$ cat src/logic/srw_pkg.sv
// constants and types for the supervisor reset and watchdog block
package srw_pkg;

  // timebase and durations
  localparam int unsigned CLK_KHZ          = 40000;
  localparam int unsigned RESET_PULSE_MS   = 200;
  localparam int unsigned MIN_PULSE_MS     = 140;
  localparam int unsigned WD_PERIOD_MS     = 1600;
  localparam int unsigned RESET_PULSE_CYC  = RESET_PULSE_MS * CLK_KHZ;
  localparam int unsigned MIN_PULSE_CYC    = MIN_PULSE_MS * CLK_KHZ;
  localparam int unsigned WD_PERIOD_CYC    = WD_PERIOD_MS * CLK_KHZ;

  // output set options
  localparam logic [1:0]  OUTSET_LOW_ONLY  = 2'h0;
  localparam logic [1:0]  OUTSET_BOTH      = 2'h1;
  localparam logic [1:0]  OUTSET_HIGH_ONLY = 2'h2;

  // synchroniser bit positions and reset levels
  localparam int unsigned SYNC_W           = 5;
  localparam int unsigned SYNC_SUPPLY      = 0;
  localparam int unsigned SYNC_PFAIL       = 1;
  localparam int unsigned SYNC_FLOAT       = 2;
  localparam int unsigned SYNC_KICK        = 3;
  localparam int unsigned SYNC_MANUAL      = 4;
  localparam logic [4:0]  SYNC_RST_VAL     = 5'h10;

  // output reset values
  localparam logic        RST_OUT_N_INIT   = 1'h0;
  localparam logic        WD_OUT_N_INIT    = 1'h1;
  localparam logic        PF_N_INIT        = 1'h1;

  typedef enum logic [2:0]
  {
    RST_HOLD    = 3'h1,
    RST_STRETCH = 3'h2,
    RST_RUN     = 3'h4
  } srw_rst_state_type;

endpackage

$ cat src/logic/srw_top.sv
// supervisor: reset stretcher, watchdog timer and power fail flag
`timescale 1ns/1ps
module srw_top
#(
  parameter logic [1:0]  OUT_SET    = srw_pkg::OUTSET_LOW_ONLY,
  parameter int unsigned RST_CYCLES = srw_pkg::RESET_PULSE_CYC,
  parameter int unsigned WD_CYCLES  = srw_pkg::WD_PERIOD_CYC
)
(
  // clock, reset, enable
  input  wire logic clk_sys,
  input  wire logic rst,
  input  wire logic clk_en,
  // comparator and detector results
  input  wire logic supply_low_in,
  input  wire logic power_fail_sense_in,
  input  wire logic kick_float_in,
  // processor side pins
  input  wire logic watchdog_kick_in,
  input  wire logic manual_reset_n,
  // outputs
  output logic      reset_out_n,
  output logic      reset_out,
  output logic      watchdog_expired_n,
  output logic      power_fail_flag_n
);
  import srw_pkg::*;

  localparam int unsigned RCW     = $clog2(RST_CYCLES + 1);
  localparam int unsigned WCW     = $clog2(WD_CYCLES + 1);
  localparam logic [RCW-1:0] RST_LAST = RCW'(RST_CYCLES - 1);
  localparam logic [WCW-1:0] WD_LAST  = WCW'(WD_CYCLES - 1);
  // variants with both polarities carry no watchdog
  localparam bit HAS_WD  = (OUT_SET != OUTSET_BOTH);
  localparam bit HAS_LOW = (OUT_SET != OUTSET_HIGH_ONLY);
  localparam bit HAS_HI  = (OUT_SET != OUTSET_LOW_ONLY);

  logic [SYNC_W-1:0] sync_raw;
  logic [SYNC_W-1:0] sync_s1_r;
  logic [SYNC_W-1:0] sync_s2_r;
  logic              kick_d_r;
  logic              supply_low_s;
  logic              pfail_s;
  logic              float_s;
  logic              kick_s;
  logic              manual_n_s;
  logic              cause;
  logic              kick_edge;
  srw_rst_state_type state_r;
  srw_rst_state_type state_nxt;
  logic [RCW-1:0]    rs_cnt_r;
  logic [RCW-1:0]    rs_cnt_nxt;
  logic              run_nxt;
  logic              wd_en;
  logic              wd_clear;
  logic              wd_at_last;
  logic [WCW-1:0]    wd_cnt_r;
  logic [WCW-1:0]    wd_cnt_nxt;
  logic              expired_r;
  logic              expired_nxt;
  logic              wd_out_n_nxt;

  // two-flop synchronisers for all asynchronous inputs
  assign sync_raw = {manual_reset_n, watchdog_kick_in, kick_float_in,
                     power_fail_sense_in, supply_low_in};

  genvar gi;
  generate
    for (gi = 0; gi < SYNC_W; gi++)
    begin : g_sync
      always_ff @(posedge clk_sys)
      begin
        if (rst)
        begin
          sync_s1_r[gi] <= SYNC_RST_VAL[gi];
          sync_s2_r[gi] <= SYNC_RST_VAL[gi];
        end
        else if (clk_en)
        begin
          sync_s1_r[gi] <= sync_raw[gi];
          sync_s2_r[gi] <= sync_s1_r[gi];
        end
      end
    end
  endgenerate

  assign supply_low_s = sync_s2_r[SYNC_SUPPLY];
  assign pfail_s      = sync_s2_r[SYNC_PFAIL];
  assign float_s      = sync_s2_r[SYNC_FLOAT];
  assign kick_s       = sync_s2_r[SYNC_KICK];
  assign manual_n_s   = sync_s2_r[SYNC_MANUAL];

  // manual reset low asserts reset; supply low holds it
  assign cause     = supply_low_s | ~manual_n_s;
  // both edges of the kick input count as activity
  assign kick_edge = kick_s ^ kick_d_r;

  // reset sequencer; bounce on manual reset simply restarts the stretch
  always_comb
  begin
    state_nxt  = state_r;
    rs_cnt_nxt = rs_cnt_r;
    case (state_r)
      RST_HOLD:
      begin
        rs_cnt_nxt = '0;
        if (!cause)
          state_nxt = RST_STRETCH;
      end
      RST_STRETCH:
      begin
        if (cause)
        begin
          state_nxt  = RST_HOLD;
          rs_cnt_nxt = '0;
        end
        else if (rs_cnt_r == RST_LAST)
        begin
          state_nxt  = RST_RUN;
          rs_cnt_nxt = '0;
        end
        else
          rs_cnt_nxt = rs_cnt_r + RCW'(1);
      end
      RST_RUN:
      begin
        rs_cnt_nxt = '0;
        // only supply low or manual reset can end normal running
        if (cause)
          state_nxt = RST_HOLD;
      end
      default:
      begin
        state_nxt  = RST_HOLD;
        rs_cnt_nxt = '0;
      end
    endcase
  end

  assign run_nxt = (state_nxt == RST_RUN);

  // watchdog timer
  assign wd_en       = HAS_WD && (state_r == RST_RUN) && !float_s;
  assign wd_clear    = !wd_en || kick_edge;
  assign wd_at_last  = (wd_cnt_r == WD_LAST);
  assign wd_cnt_nxt  = wd_clear ? '0 :
                       (wd_at_last ? wd_cnt_r : wd_cnt_r + WCW'(1));
  assign expired_nxt  = wd_clear ? 1'h0 : (expired_r || wd_at_last);
  assign wd_out_n_nxt = HAS_WD ? !(expired_nxt || supply_low_s) : 1'h1;

  always_ff @(posedge clk_sys)
  begin
    if (rst)
    begin
      state_r  <= RST_HOLD;
      rs_cnt_r <= '0;
      kick_d_r <= 1'h0;
      wd_cnt_r <= '0;
      expired_r <= 1'h0;
    end
    else if (clk_en)
    begin
      state_r   <= state_nxt;
      rs_cnt_r  <= rs_cnt_nxt;
      kick_d_r  <= kick_s;
      wd_cnt_r  <= wd_cnt_nxt;
      expired_r <= expired_nxt;
    end
  end

  // registered outputs; absent outputs rest inactive
  always_ff @(posedge clk_sys)
  begin
    if (rst)
    begin
      reset_out_n        <= HAS_LOW ? RST_OUT_N_INIT : 1'h1;
      reset_out          <= HAS_HI ? ~RST_OUT_N_INIT : 1'h0;
      watchdog_expired_n <= WD_OUT_N_INIT;
      power_fail_flag_n  <= PF_N_INIT;
    end
    else if (clk_en)
    begin
      reset_out_n        <= HAS_LOW ? run_nxt : 1'h1;
      reset_out          <= HAS_HI ? !run_nxt : 1'h0;
      watchdog_expired_n <= wd_out_n_nxt;
      power_fail_flag_n  <= !pfail_s;
    end
  end

  generate
    if (OUT_SET == OUTSET_BOTH)
    begin : g_cmp

    end
  endgenerate
endmodule

$ cat config.mk
export PLATFORM = sky130hd
export DESIGN_NAME = srw_top
export DESIGN_NICKNAME = d
export VERILOG_FILES = /design/src/logic/srw_pkg.sv /design/src/logic/srw_top.sv
export SDC_FILE = /design/constraint.sdc
export NUM_CORES = 1
export LEC_CHECK = 0
export ABC_CLOCK_PERIOD_IN_PS = 5000
export BUFFER_PORTS_ARGS = -buffer_cell sky130_fd_sc_hd__buf_2
export CORE_AREA = 2 2 86 88
export CTS_CLUSTER_SIZE = 16
export DETAILED_ROUTE_END_ITERATION = 8
export DIE_AREA = 0 0 88 90
export GPL_TIMING_DRIVEN = 0
export MAX_ROUTING_LAYER = met4
export PLACE_DENSITY = 0.67
export SKIP_LAST_GASP = 1
export SYNTH_ARGS = -nofsm -noshare
export SYNTH_HDL_FRONTEND = slang
export SYNTH_SLANG_ARGS = --single-unit
$ cat constraint.sdc
create_clock -name clk_sys -period 5 [get_ports clk_sys]
set_input_delay 0.75 -clock clk_sys [delete_from_list [all_inputs] [get_ports clk_sys]]
set_output_delay 0.75 -clock clk_sys [all_outputs]
set_load 0.005 [all_outputs]
==> results.toml <==
[clocking]
cts_max_level = 3
postCtsHoldBufs = 0
cts_setup_buffers = 0
cts_tree = "built"
cts_buffer_depth = 2
clock-root-buffer = "clkbuf_8"
clk_pin_slew_ps = 80
cts_sinks = 67
clk_latency_ps = 350
cts-resized-gates = 0
numCtsBuffers = 9

[sta]
slew_headroom = 0.3880
fmax_mhz = 450.1
worstMarginPinSlew_ps = 909.5
fin_skew_ps = 7.839
finalCritPeriodShare = 0.4443
setup_viol = 0
hold_viol_final = 0
slew_viol_final = 0
rsz0062_at_grt = "false"
min_period_ps = 2222
setup-tns-final_ps = 0

[final_layout]
synthToLayoutAreaGrowth_pct = 13.64
drive_gt1_frac = 0.1151
final_util = 0.4915
diodes = 0
final_nets = 370
final_common_cell = "dfxtp_1"
most-common-layout-cells = "dfxtp_1, nor2_1, xor2_1"

[synth]
syn_area_per_cell_um2 = 8.958
synth_xor_xnor_area_share = 0.1125
async_flop_share = 0
synth.area.top_cells = "dfxtp_1, nor2_1, xor2_1"
synth_top_family_by_area = "simple AND/OR/NAND/NOR gates"
synth_ff_type = "dfxtp_1"
syn_nets = 349
yosysTopAreaCell = "dfxtp_1"
syn_inst = 339
synthAdderAreaFrac = 0.008241
synth_edf_count = 0
synth_mux_area_frac = 0.03296
synth_compound_gate_area_share = 0.1022
synth_seq_cells = 67
yosys.area_share.simple = 0.2732
yosys.cell_types.count = 51
yosys_warnings = 0
netlist_area_mm2 = 0.003037
synth_top_cell_area_share = 0.4417
ys_seq_area_frac = 0.4417

[hold_path]
hold_end = "manual_n_s$_SDFFE_PP1P_"
hold_class = "flip-flop to flip-flop"
hold_start = "sync_s1_r[4]$_SDFFE_PP1P_"
holdPathStages = 1

[critical_path]
cp-end-kind = "flip-flop"
cp.arrival_ps = 2450
r2r_end = "watchdog_expired_n$_SDFFE_PP1P_"
cp-start-kind = "input pin"
slowest_delay_ps = 690
slowest_stage = "nor4_1"
r2r_slack_ps = 2810
r2r-start = "state_r[2]$_SDFFE_PP0P_"
worstPathCellList = "buf_2 -> buf_2 -> nand4_1 -> nor4_1 -> nand4_1 -> xor2_1 -> nor2_1"
criticalPathCategory = "input pin to flip-flop"
worstPathRequired_ps = 5230
crit_fanout = 10
worstRegToRegCells = 4

[grt]
grt_pass1_wl_um = 10360
grt-ovfl-total = 0
track_usage = 0.1673
antenna_found_initial = 0
grt_pass1_vias = 2344
grt_max_degree = 13

[drt]
vias = 2446
wire_per_inst_um = 12.63
via_per_inst = 5.272
ant_nets = 0
dr.pass1.iters = 4
first_iter_violations = 124
drt-total-wl_um = 5859
drc = 0

[pwr]
irDropWorstVdd_mv = 0.1615
power_leakage_nw = 1.173
p_per_area_mw_per_mm2 = 330.0
total_power_w = 0.001139

[place]
io_buffers = 10
dp_hpwl_um = 4062
gp_congestion = 0.7901

[die]
ioPinCount = 12
chipWidth_um = 88
core_mm2 = 0.007020
num_rows = 31
start_util = 0.4325
die_area_mm2 = 0.007920
die_h_um = 90

[outcome]
status = "finished, final reports clean"

[flow_run]
cap_violations = 0
## metrics by stage
stage / cells / hold slack (ps) / setup WS, ps / area [um2]
after floorplan: 339 / 431.4 / 2962 / 3037
after global placement: 448 / 439.1 / 2415 / 3211
after detailed placement: 448 / 448.1 / 2401 / 3211
after CTS: 464 / 468.0 / 2766 / 3451
after global routing: 464 / 492.9 / 2588 / 3451
final: 464 / 466.2 / 2778 / 3451
## registers in the layout, indices dropped and copies added (netlist names)
register	flops
expired_r	1
kick_s	1
supply_low_s	1
power_fail_flag_n	1
pfail_s	1
kick_d_r	1
sync_s1_r	5
reset_out_n	1
rs_cnt_r	23
wd_cnt_r	26
watchdog_expired_n	1
float_s	1
manual_n_s	1
state_r	3
## logic make-up after synthesis
| family | count (synthesis) |
|---|---|
| fa+ha+maj | 2 |
| buf+inv | 17 |
| other cells | 1 |
| mux | 10 |
| simple gates | 156 |
| xor+xnor | 39 |
| flops | 67 |
| compound gates | 47 |
## report_power, final
group / internal, W / switching [W] / total (W)
Combinational: 0.0000194 / 0.0000253 / 0.0000448
Clock: 0.000330 / 0.000217 / 0.000547
Sequential: 0.000541 / 0.00000600 / 0.000547
Total: 0.000891 / 0.000248 / 0.00114
## cells in the mapped netlist (2+ instances only)
cell type,instances
buf_2,2
nor2_1,58
dfxtp_1,67
a211o_1,2
inv_1,4
buf_1,3
xor2_1,21
ha_1,2
a31oi_1,4
buf_6,2
o21ai_0,11
or3_2,4
or3_1,5
nand3_1,15
nor3_1,6
nand2b_1,3
mux2i_1,10
nor2b_1,2
nor4bb_1,3
a211oi_1,2
xnor2_1,18
nor4_1,3
a21o_2,3
clkbuf_1,5
nand4_1,13
and3_1,6
nor4b_1,3
nor3b_1,4
a21oi_1,14
and4_1,6
nand2_1,17
o21bai_1,2
## area by class of cell
class                           count  area, um2
Multi-Input combinational cell    255       1610
Clock buffer                        9      123.9
Tap cell                           99      123.9
Buffer                             13      70.07
Clock inverter                      7      116.4
Timing Repair Buffer               10      50.05
Fill cell                         700       3570
Inverter                            4      15.01
Sequential cell                    67       1341
## worst max-delay path: cells and delay by family
| family | cells | cell delay, ps |
|---|---|---|
| simple gates | 4 | 1210 |
| buf+inv | 2 | 320 |
| xor+xnor | 1 | 170 |
## worst max path at each step
| stage | from | to | slack [ps] |
|---|---|---|---|
| 4_1_cts | clk_en | rs_cnt_r[21]$_SDFFE_PP0P_ | 2770 |
| 2_1_floorplan | clk_en | rs_cnt_r[21]$_SDFFE_PP0P_ | 2960 |
| 6_report | clk_en | rs_cnt_r[21]$_SDFFE_PP0P_ | 2780 |
| 3_5_place_dp | clk_en | rs_cnt_r[21]$_SDFFE_PP0P_ | 2400 |
| 5_1_grt | clk_en | rs_cnt_r[21]$_SDFFE_PP0P_ | 2590 |
| 3_3_place_gp | clk_en | rs_cnt_r[21]$_SDFFE_PP0P_ | 2420 |
## layer usage
metal  part of all wire  routed length [um]  track usage  up-vias
met1               0.49                2883       0.2040     1159
met4              0.017                  99      0.06026        0
met2               0.46                2669       0.2620       38
met3              0.035                 206      0.04775       10
li1                   -                   -            -     1239
met5                  0                   0            -        -
No activity file was read; power rests on OpenSTA's default activity.
